[src/rtl/timer16_ctrl_pkg.sv]
// Constants shared by the 16-bit timer control block and its prescaler.
// Assumes a single peripheral clock; no other package is needed.
package timer16_ctrl_pkg;

	// ------------------------------------------------------------
	// Register indices (byte address is four times the index)
	// ------------------------------------------------------------
	localparam logic [5:0] IDX_CLOCK_ENABLE_CONTROL = 6'h00;
	localparam logic [5:0] IDX_WAVEFORM_CONTROL = 6'h01;
	localparam logic [5:0] IDX_OUTPUT_VALUE_CONTROL = 6'h02;
	localparam logic [5:0] IDX_SPLIT_MODE_CONTROL = 6'h03;
	localparam logic [5:0] IDX_COMMAND_DIRECTION_CLEAR = 6'h04;
	localparam logic [5:0] IDX_COMMAND_DIRECTION_SET = 6'h05;
	localparam logic [5:0] IDX_BUFFER_STATUS = 6'h10;

	// ------------------------------------------------------------
	// Field positions
	// ------------------------------------------------------------
	localparam int ENABLE_BIT = 0;
	localparam int PRESC_LSB = 1;
	localparam int MODE_LSB = 0;
	localparam int AUTO_LOCK_BIT = 3;
	localparam int CMP_EN_LSB = 4;
	localparam int OV_LSB = 0;
	localparam int SPLIT_BIT = 0;
	localparam int CMD_LSB = 2;
	localparam int LOCK_UPDATE_BIT_BIT = 1;
	localparam int DIR_BIT = 0;
	localparam int CHANNELS = 3;

	// ------------------------------------------------------------
	// Reset values
	// ------------------------------------------------------------
	localparam logic [7:0] CTRL_RESET = 8'h00;

	// ------------------------------------------------------------
	// Commands, modes, prescaler, bus states
	// ------------------------------------------------------------
	localparam logic [1:0] CMD_NONE = 2'h0;
	localparam logic [1:0] CMD_UPDATE = 2'h1;
	localparam logic [1:0] CMD_RESTART = 2'h2;
	localparam logic [1:0] CMD_HARD_RESET = 2'h3;

	typedef enum logic [2:0] {
		WAVE_NORMAL = 3'h0,
		WAVE_FREQUENCY = 3'h1,
		WAVE_SINGLE_SLOPE = 3'h3,
		WAVE_DUAL_TOP = 3'h5,
		WAVE_DUAL_BOTH = 3'h6,
		WAVE_DUAL_BOTTOM = 3'h7
	} waveform_mode_e;
	localparam logic [2:0] WAVE_RESERVED_A = 3'h2;
	localparam logic [2:0] WAVE_RESERVED_B = 3'h4;

	localparam int PRESC_WIDTH = 10;
	// log2 of the division for select codes 0..7: 1,2,4,8,16,64,256,1024
	localparam logic [3:0] PRESC_SHIFT [8] = '{4'h0, 4'h1, 4'h2, 4'h3,
		4'h4, 4'h6, 4'h8, 4'hA};

	typedef enum logic [1:0] {
		BUS_IDLE = 2'b00,
		BUS_WRITE = 2'b01,
		BUS_READ = 2'b10
	} bus_state_e;

endpackage

[src/rtl/timer16_control_waveform.sv]
// Control section of the 16-bit timer: clock select, waveform mode,
// output overrides, command strobes, lock update and direction.
// Assumes an AHB-Lite master on one hclk domain and a counter datapath
// elsewhere that supplies update_cond, buffer writes and wave levels.
//
// Contract
// - count tick divides hclk by 1,2,4,8,16,64,256,1024 per select code.
// - timer runs only while the enable bit is one.
// - compare output enable lets the waveform override the port pin.
// - auto-lock holds lock-update set until enabled buffers are valid.
// - after auto-clear, lock-update returns to one at next transfer.
// - mode 0 normal, mode 1 frequency, top events when counting up.
// - modes 3 and 7 update and overflow at bottom.
// - dual-slope updates at bottom; mode 5 top, mode 6 both overflow.
// - normal mode drives no waveform; others need compare output enable.
// - while disabled, output value bits set the waveform level.
// - forced value reaches pad only when enabled; logic block bypasses.
// - split-mode bit turns the timer into two 8-bit timers.
// - clear strobe clears each lock/direction bit written as one.
// - set strobe sets each lock/direction bit written as one.
// - command field: 1 forces update, 2 restart; reads back zero.
// - command 3 hard-resets only while the timer is disabled.
// - lock-update blocks condition transfers, never commanded updates.
// - direction bit: zero counts up, one counts down.
// - buffer-valid bits set on buffer write, clear on transfer.
//
// Implementation choice: the AHB-Lite register port.
`timescale 1ns/10ps
`default_nettype none
module timer16_control_waveform
	import timer16_ctrl_pkg::*;
(
	input wire logic hclk,
	input wire logic hresetn,
	input wire logic hsel,
	input wire logic [31:0] haddr,
	input wire logic [1:0] htrans,
	input wire logic hwrite,
	input wire logic [2:0] hsize,
	input wire logic [31:0] hwdata,
	input wire logic hready,
	output logic hreadyout,
	output logic hresp,
	output logic [31:0] hrdata,
	input wire logic update_cond,
	input wire logic [2:0] cmp_buf_write,
	input wire logic dir_hw_load,
	input wire logic dir_hw_value,
	input wire logic [2:0] wave_level,
	output logic count_tick,
	output logic timer_enable,
	output logic split_mode,
	output logic direction,
	output logic lock_update,
	output logic [2:0] buffer_valid,
	output logic buffer_transfer,
	output logic restart_pulse,
	output logic hard_reset_pulse,
	output logic top_is_compare0,
	output logic update_at_top,
	output logic update_at_bottom,
	output logic ovf_at_top,
	output logic ovf_at_bottom,
	output logic mode_reserved,
	output logic [2:0] pin_override,
	output logic [2:0] pin_level,
	output logic [2:0] logic_block_out
);

	// ------------------------------------------------------------
	// Bus slave
	// ------------------------------------------------------------
	bus_state_e state_r;
	logic [5:0] idx_r;
	logic hit_r;
	logic hreadyout_r;
	logic [31:0] hrdata_r;
	logic addr_phase;
	logic wr_en;
	logic [7:0] wdata;
	logic [7:0] rd_value;

	assign addr_phase = hsel && hready && htrans[1];
	assign wr_en = (state_r == BUS_WRITE) && hit_r;
	assign wdata = hwdata[7:0];

	// Writes are zero-wait; reads take one wait state so read data
	// comes from a flop and sees a write made just before it
	always_ff @(posedge hclk or negedge hresetn) begin
		if (!hresetn) begin
			state_r <= BUS_IDLE;
			idx_r <= '0;
			hit_r <= 1'b0;
			hreadyout_r <= 1'b1;
		end else begin
			unique case (state_r)
				BUS_IDLE, BUS_WRITE: begin
					if (addr_phase) begin
						state_r <= hwrite ? BUS_WRITE : BUS_READ;
						idx_r <= haddr[7:2];
						hit_r <= (haddr[31:8] == 24'h00_0000);
						hreadyout_r <= hwrite;
					end else begin
						state_r <= BUS_IDLE;
					end
				end
				BUS_READ: begin
					state_r <= BUS_IDLE;
					hreadyout_r <= 1'b1;
				end
			endcase
		end
	end

	// Read data latched at the end of the wait state
	always_ff @(posedge hclk or negedge hresetn) begin
		if (!hresetn) begin
			hrdata_r <= '0;
		end else if (state_r == BUS_READ) begin
			hrdata_r <= {24'h00_0000, hit_r ? rd_value : 8'h00};
		end
	end

	assign hreadyout = hreadyout_r;
	assign hresp = 1'b0;
	assign hrdata = hrdata_r;

	// ------------------------------------------------------------
	// Control registers
	// ------------------------------------------------------------
	logic enable_r;
	logic [2:0] presc_sel_r;
	logic [2:0] cmp_en_r;
	logic auto_lock_r;
	logic [2:0] wave_mode_r;
	logic [2:0] cmp_ov_r;
	logic split_r;
	logic lock_update_bit_r;
	logic lock_update_bit_nxt;
	logic dir_r;
	logic auto_lock_update_seen_r;
	logic [2:0] bv_r;
	logic wr_e_clr;
	logic wr_e_set;
	logic wr_e_any;
	logic [1:0] cmd_code;
	logic cmd_update;
	logic cmd_restart;
	logic cmd_hard_reset;
	logic transfer_now;
	logic all_valid;

	assign wr_e_clr = wr_en && (idx_r == IDX_COMMAND_DIRECTION_CLEAR);
	assign wr_e_set = wr_en && (idx_r == IDX_COMMAND_DIRECTION_SET);
	assign wr_e_any = wr_e_clr || wr_e_set;
	assign cmd_code = wdata[CMD_LSB +: 2];
	// Commands act on write through either strobe register
	assign cmd_update = wr_e_any && (cmd_code == CMD_UPDATE);
	assign cmd_restart = wr_e_any && (cmd_code == CMD_RESTART);
	// Hard reset is dropped while running, with no bus error
	assign cmd_hard_reset = wr_e_any && (cmd_code == CMD_HARD_RESET)
		&& !enable_r;
	// Lock blocks condition transfers only, never the command
	assign transfer_now = (update_cond && !lock_update_bit_r) || cmd_update;
	assign all_valid = &(bv_r | ~cmp_en_r);

	// Clock select and enable; cleared by a hard reset
	always_ff @(posedge hclk or negedge hresetn) begin
		if (!hresetn) begin
			enable_r <= CTRL_RESET[ENABLE_BIT];
			presc_sel_r <= CTRL_RESET[PRESC_LSB +: 3];
		end else if (cmd_hard_reset) begin
			enable_r <= 1'b0;
			presc_sel_r <= '0;
		end else if (wr_en && idx_r == IDX_CLOCK_ENABLE_CONTROL) begin
			enable_r <= wdata[ENABLE_BIT];
			presc_sel_r <= wdata[PRESC_LSB +: 3];
		end
	end

	// Waveform control, output values and split mode
	always_ff @(posedge hclk or negedge hresetn) begin
		if (!hresetn) begin
			cmp_en_r <= CTRL_RESET[CMP_EN_LSB +: 3];
			auto_lock_r <= CTRL_RESET[AUTO_LOCK_BIT];
			wave_mode_r <= CTRL_RESET[MODE_LSB +: 3];
			cmp_ov_r <= CTRL_RESET[OV_LSB +: 3];
			split_r <= CTRL_RESET[SPLIT_BIT];
		end else if (cmd_hard_reset) begin
			cmp_en_r <= '0;
			auto_lock_r <= 1'b0;
			wave_mode_r <= '0;
			cmp_ov_r <= '0;
			split_r <= 1'b0;
		end else if (wr_en) begin
			if (idx_r == IDX_WAVEFORM_CONTROL) begin
				cmp_en_r <= wdata[CMP_EN_LSB +: 3];
				auto_lock_r <= wdata[AUTO_LOCK_BIT];
				wave_mode_r <= wdata[MODE_LSB +: 3];
			end
			if (idx_r == IDX_OUTPUT_VALUE_CONTROL) begin
				cmp_ov_r <= wdata[OV_LSB +: 3];
			end
			if (idx_r == IDX_SPLIT_MODE_CONTROL) begin
				split_r <= wdata[SPLIT_BIT];
			end
		end
	end

	// Lock update: hardware set wins over a software clear
	always_comb begin
		lock_update_bit_nxt = lock_update_bit_r;
		if (auto_lock_r && all_valid) begin
			lock_update_bit_nxt = 1'b0;
		end
		if (wr_e_clr && wdata[LOCK_UPDATE_BIT_BIT]) begin
			lock_update_bit_nxt = 1'b0;
		end
		if (wr_e_set && wdata[LOCK_UPDATE_BIT_BIT]) begin
			lock_update_bit_nxt = 1'b1;
		end
		if (auto_lock_r && (!auto_lock_update_seen_r || transfer_now)) begin
			lock_update_bit_nxt = 1'b1;
		end
	end

	always_ff @(posedge hclk or negedge hresetn) begin
		if (!hresetn) begin
			lock_update_bit_r <= 1'b0;
			auto_lock_update_seen_r <= 1'b0;
		end else if (cmd_hard_reset) begin
			lock_update_bit_r <= 1'b0;
			auto_lock_update_seen_r <= 1'b0;
		end else begin
			lock_update_bit_r <= lock_update_bit_nxt;
			auto_lock_update_seen_r <= auto_lock_r;
		end
	end

	// Direction: hardware load, then software strobes, restart last
	always_ff @(posedge hclk or negedge hresetn) begin
		if (!hresetn) begin
			dir_r <= 1'b0;
		end else if (cmd_hard_reset || cmd_restart) begin
			dir_r <= 1'b0;
		end else if (wr_e_clr && wdata[DIR_BIT]) begin
			dir_r <= 1'b0;
		end else if (wr_e_set && wdata[DIR_BIT]) begin
			dir_r <= 1'b1;
		end else if (dir_hw_load) begin
			dir_r <= dir_hw_value;
		end
	end

	// ------------------------------------------------------------
	// Per-channel buffer-valid flags and output steering
	// ------------------------------------------------------------
	genvar ch;
	generate
		for (ch = 0; ch < CHANNELS; ch++) begin : g_chan
			// A buffer write in the transfer cycle keeps its flag
			always_ff @(posedge hclk or negedge hresetn) begin
				if (!hresetn) begin
					bv_r[ch] <= 1'b0;
				end else if (cmp_buf_write[ch]) begin
					bv_r[ch] <= 1'b1;
				end else if (transfer_now || cmd_hard_reset) begin
					bv_r[ch] <= 1'b0;
				end
			end

			// Stopped timer shows the software value bit
			always_ff @(posedge hclk or negedge hresetn) begin
				if (!hresetn) begin
					pin_level[ch] <= 1'b0;
					pin_override[ch] <= 1'b0;
					logic_block_out[ch] <= 1'b0;
				end else begin
					pin_level[ch] <= enable_r ? wave_level[ch]
						: cmp_ov_r[ch];
					pin_override[ch] <= cmp_en_r[ch]
						&& (wave_mode_r != WAVE_NORMAL || !enable_r);
					logic_block_out[ch] <= enable_r ? wave_level[ch]
						: cmp_ov_r[ch];
				end
			end
		end
	endgenerate

	// ------------------------------------------------------------
	// Mode decode and event outputs
	// ------------------------------------------------------------
	logic top_events;
	assign top_events = (wave_mode_r == WAVE_NORMAL)
		|| (wave_mode_r == WAVE_FREQUENCY);

	// Top events only apply while counting up
	always_ff @(posedge hclk or negedge hresetn) begin
		if (!hresetn) begin
			top_is_compare0 <= 1'b0;
			update_at_top <= 1'b0;
			update_at_bottom <= 1'b0;
			ovf_at_top <= 1'b0;
			ovf_at_bottom <= 1'b0;
			mode_reserved <= 1'b0;
		end else begin
			top_is_compare0 <= (wave_mode_r == WAVE_FREQUENCY);
			update_at_top <= top_events && !dir_r;
			update_at_bottom <= (wave_mode_r == WAVE_SINGLE_SLOPE)
				|| (wave_mode_r[2]
				&& wave_mode_r != WAVE_RESERVED_B);
			ovf_at_top <= (top_events && !dir_r)
				|| (wave_mode_r == WAVE_DUAL_TOP)
				|| (wave_mode_r == WAVE_DUAL_BOTH);
			ovf_at_bottom <= (wave_mode_r == WAVE_SINGLE_SLOPE)
				|| (wave_mode_r == WAVE_DUAL_BOTH)
				|| (wave_mode_r == WAVE_DUAL_BOTTOM);
			mode_reserved <= (wave_mode_r == WAVE_RESERVED_A)
				|| (wave_mode_r == WAVE_RESERVED_B);
		end
	end

	// Command and transfer pulses to the datapath
	always_ff @(posedge hclk or negedge hresetn) begin
		if (!hresetn) begin
			buffer_transfer <= 1'b0;
			restart_pulse <= 1'b0;
			hard_reset_pulse <= 1'b0;
		end else begin
			buffer_transfer <= transfer_now;
			restart_pulse <= cmd_restart;
			hard_reset_pulse <= cmd_hard_reset;
		end
	end

	// Count-clock divider, stopped while disabled
	timer16_prescaler u_prescaler (
		.hclk(hclk),
		.hresetn(hresetn),
		.run(enable_r),
		.restart(cmd_restart || cmd_hard_reset),
		.presc_sel(presc_sel_r),
		.tick(count_tick)
	);

	assign timer_enable = enable_r;
	assign split_mode = split_r;
	assign direction = dir_r;
	assign lock_update = lock_update_bit_r;
	assign buffer_valid = bv_r;

	// Read mux; command field always reads zero
	always_comb begin
		unique case (idx_r)
			IDX_CLOCK_ENABLE_CONTROL: rd_value = {4'h0, presc_sel_r, enable_r};
			IDX_WAVEFORM_CONTROL:
				rd_value = {1'b0, cmp_en_r, auto_lock_r, wave_mode_r};
			IDX_OUTPUT_VALUE_CONTROL: rd_value = {5'h00, cmp_ov_r};
			IDX_SPLIT_MODE_CONTROL: rd_value = {7'h00, split_r};
			IDX_COMMAND_DIRECTION_CLEAR, IDX_COMMAND_DIRECTION_SET:
				rd_value = {6'h00, lock_update_bit_r, dir_r};
			IDX_BUFFER_STATUS: rd_value = {5'h00, bv_r};
			default: rd_value = 8'h00;
		endcase
	end
endmodule
`default_nettype wire

[src/rtl/timer16_prescaler.sv]
// Count-clock enable generator: one-cycle tick at the selected division.
// Assumes run, restart and select are synchronous to hclk.
`timescale 1ns/10ps
`default_nettype none
module timer16_prescaler
	import timer16_ctrl_pkg::*;
(
	input wire logic hclk,
	input wire logic hresetn,
	input wire logic run,
	input wire logic restart,
	input wire logic [2:0] presc_sel,
	output logic tick
);

	logic [PRESC_WIDTH-1:0] cnt_r;
	logic [PRESC_WIDTH-1:0] mask;
	logic [3:0] shift;
	logic tick_r;

	// ------------------------------------------------------------
	// Mask of low counter bits that must all be one
	// ------------------------------------------------------------
	assign shift = PRESC_SHIFT[presc_sel];
	genvar gi;
	generate
		for (gi = 0; gi < PRESC_WIDTH; gi++) begin : g_mask
			assign mask[gi] = (4'(gi) < shift);
		end
	endgenerate

	// Free-running divider; held at zero while stopped so that
	// the first tick after enable comes a full period later
	always_ff @(posedge hclk or negedge hresetn) begin
		if (!hresetn) begin
			cnt_r <= '0;
		end else if (!run || restart) begin
			cnt_r <= '0;
		end else begin
			cnt_r <= cnt_r + 1'b1;
		end
	end

	// Tick when the selected low bits are all ones
	always_ff @(posedge hclk or negedge hresetn) begin
		if (!hresetn) begin
			tick_r <= 1'b0;
		end else begin
			tick_r <= run && !restart && ((cnt_r & mask) == mask);
		end
	end

	assign tick = tick_r;

endmodule
`default_nettype wire
[config.mk]
export PLATFORM = sky130hd
export DESIGN_NAME = timer16_control_waveform
export DESIGN_NICKNAME = d
export VERILOG_FILES = /design/src/rtl/timer16_ctrl_pkg.sv /design/src/rtl/timer16_control_waveform.sv /design/src/rtl/timer16_prescaler.sv
export SDC_FILE = /design/constraint.sdc
export NUM_CORES = 1
export LEC_CHECK = 0
export BUFFER_PORTS_ARGS = -buffer_cell sky130_fd_sc_hd__buf_2
export CORE_MARGIN = 5
export CORE_UTILIZATION = 33
export CTS_BUF_LIST = sky130_fd_sc_hd__clkbuf_8 sky130_fd_sc_hd__clkbuf_16
export CTS_CLUSTER_SIZE = 40
export DETAILED_ROUTE_END_ITERATION = 8
export PLACE_DENSITY = 0.71
export SYNTH_ARGS = -nofsm -noshare
export SYNTH_HDL_FRONTEND = slang
export SYNTH_SLANG_ARGS = --single-unit
[constraint.sdc]
create_clock -name hclk -period 2.8 [get_ports hclk]
set_input_delay 0.56 -clock hclk [delete_from_list [all_inputs] [get_ports hclk]]
set_output_delay 0.56 -clock hclk [all_outputs]
set_load 0.02 [all_outputs]
==> metrics.cfg <==
[synthesis]
synth-edff-count=0
ys_ff_latch=64
ys.flop_type=dfrtp_1
ys_types=54
syn_avg_cell_area_um2=10.0
ys_seq_area_share_pct=51.3
synth_top_area_share_pct=50.4
synth.most_common_cell=dfrtp_1
synth_simple_gate_area_share_pct=17.6
synth_compound_area_share_pct=11.9
synth_xor_area_share_pct=2.52
async_flop_share_pct=100
synth_fa_ha_area_share_pct=0.721
yosys-top-cells-count=63 x dfrtp_1, 40 x nand2_1, 31 x nor2_1
synth_top_family_by_area=simple AND/OR/NAND/NOR gates
synthCells=312
ys_top_cells_by_area=dfrtp_1 50%, buf_4 7.0%, nand2_1 4.8%
syn-cell-area_um2=3130
synth_mux_area_share_pct=5.88
yosysTopAreaCell=dfrtp_1
ys_warn_count=0

[layout]
filler_cell_count=946
antenna_cells=0
fin_nets=480
utilization_pct=41.1
drive_gt1_share_pct=31.4
final_cells=530
multi_input_area_um2=1310
regArea_um2=1600
area_growth_pct=21.5

[cts]
cts-buffers-inserted=9
cts_tree=yes
cts_hold_buf=0
clockRootBuffer=clkbuf_8
cts_resized=0
cts.path.max_buffers=2
numClockSinks=64
clk_pin_slew_ns=0.08
cts_setup_buffers=0
worstSkewPairLatency_ns=0.35
cts_htree_levels=3

[routing]
dr.first_iter.drc_count=108
vias=2451
drtPass1Iterations=4
finalWirelength_um=7510
viasPerCell=4.62
drcViolationCount=0
wl_per_cell_um=14.2
antenna_left=0

[critical_path]
required_ns=3.03
crit_arrival_ns=2.42
end_kind=flip-flop
worstSetupStartpointType=flip-flop
crit_type=flip-flop to flip-flop
crit_fanout=9

[floorplanning]
dieHeight_um=107
rows=35
ios=143
coreArea_um2=9240
dieWidth_um=107
start_util_pct=33.8
dieArea_um2=11500

[power_and_ir_drop]
powerDensity_nw_per_um2=569
vdd_drop_max_mv=0.185
p_leak_nw=1.83

[sta]
rsz0062_at_grt=false
finalSetupViolations=0
whs_ns=0.217
timing.fmax_mhz=457
worst_pin_slew_ns=0.495
slew_viol_final=0
relSlewSlack_pct=66.5
hold_viol_final=0
fin_crit_sh_pct=78.1
period_minus_slack_ns=2.19
setup_tns_ns=0
worst_slack_ns=0.614
fin_skew_ns=0.00749

[grt]
grt_max_degree=65
grt-ovfl-total=0
first_global_vias=2380
grtUsageTotal_pct=13.3
grt_first_pass_wirelength_um=11800
antenna_found_initial=0

[placement]
dp.final_hpwl_um=5780
dp.cells=513
gp_congestion=0.896
dp_slack_ns=0.517
io_buffers=85

[run]
cap_violations=0

[run_status]
status=finished clean

[min_path]
min_path_type=primary input to async pin

final timing paths:
kind | slack [ns] | cells past startpoint | start | to
max | 0.61 | 6 | idx_r[4] | cmp_ov_r[1]
min | 0.22 | 2 | hresetn | pin_override[2]
max reg2reg | 0.61 | 6 | idx_r[4] | cmp_ov_r[1]
min reg2reg | 0.48 | 2 | cmp_en_r[1] | cmp_en_r[1]
max in group asynchronous | 2.28 | 2 | hresetn | hreadyout
min in group hclk | 0.39 | 2 | cmp_buf_write[1] | buffer_valid[1]
cells by family (layout without fill, tap and decap cells):
family,Yosys count,after routing
buffers and inverters,49,113
adders and majority gates,2,2
xor gates and xnor gates,9,9
DFF,64,64
AOI/OAI and AO/OA,56,56
other,1,26
and+or+nand+nor,114,114
muxes,17,17
critical path: stages, from the launching register on:
cell	delay, ns
dfrtp_1	0.50
or3_4	0.47
nor3_2	0.27
nand2b_1	0.28
clkinv_2	0.20
o21ai_1	0.14
a22o_1	0.21
cells in the final DEF (no fill, tap or decap), drive strengths merged, types with 2 or more instances in the layout:
cell type and count:
buf 88, dfrtp 63, nand2 40, nor2 33
conb 26, o21ai 19, mux2 11, clkbuf 11
inv 8, nor3 7, nand3 6, mux2i 6
nor4 6, a21oi 6, xor2 5, o31ai 5
nand2b 4, nand4 4, xnor2 4, a21o 4
o21a 3, a22o 3, a221oi 3, o22ai 3
clkinvlp 3, or3 3, nand3b 2, nor3b 2
and2 2, o32ai 2, bufinv 2
area by class of cell:
type                       instances  area share, %
tap                              129           4.25
multi-input combinational        224           34.4
inverter                           8          0.824
sequential                        64           42.2
timing repair buffer              89           12.3
clock inverter                     6           2.41
clock buffer                      10           3.62
state kept, by name (all words and copies together), names as in the netlist, 2 cells and up:
register and count:
pin_override 3, logic_block_out 3, buffer_valid 3, wave_mode_r 3, u_prescaler.cnt_r 10, state_r 2, presc_sel_r 3, hrdata 7
cmp_en_r 3, idx_r 6, cmp_ov_r 3
metrics by stage:
stage	instance area (um2)	power, mW
6_report	3800	2.16
3_3_place_gp	3560	1.26
4_1_cts	3790	2.18
5_1_grt	3800	2.26
3_5_place_dp	3560	1.27
2_1_floorplan	3220	1.20
per-layer routing:
layer / GRT usage [%] / vias up / share of wire (%)
li1: - / 1194 / -
met5: 0 / - / 0
met4: 7.12 / 0 / 2.5
met3: 3.54 / 15 / 7.0
met1: 16.2 / 1151 / 42
met2: 21.3 / 91 / 48
power breakdown:
group          total [mW]  internal [mW]  switching [mW]
Sequential           1.01          0.959          0.0534
Clock               0.911          0.528           0.383
Combinational       0.239         0.0970           0.142
Power figures use the tool's default switching activity.
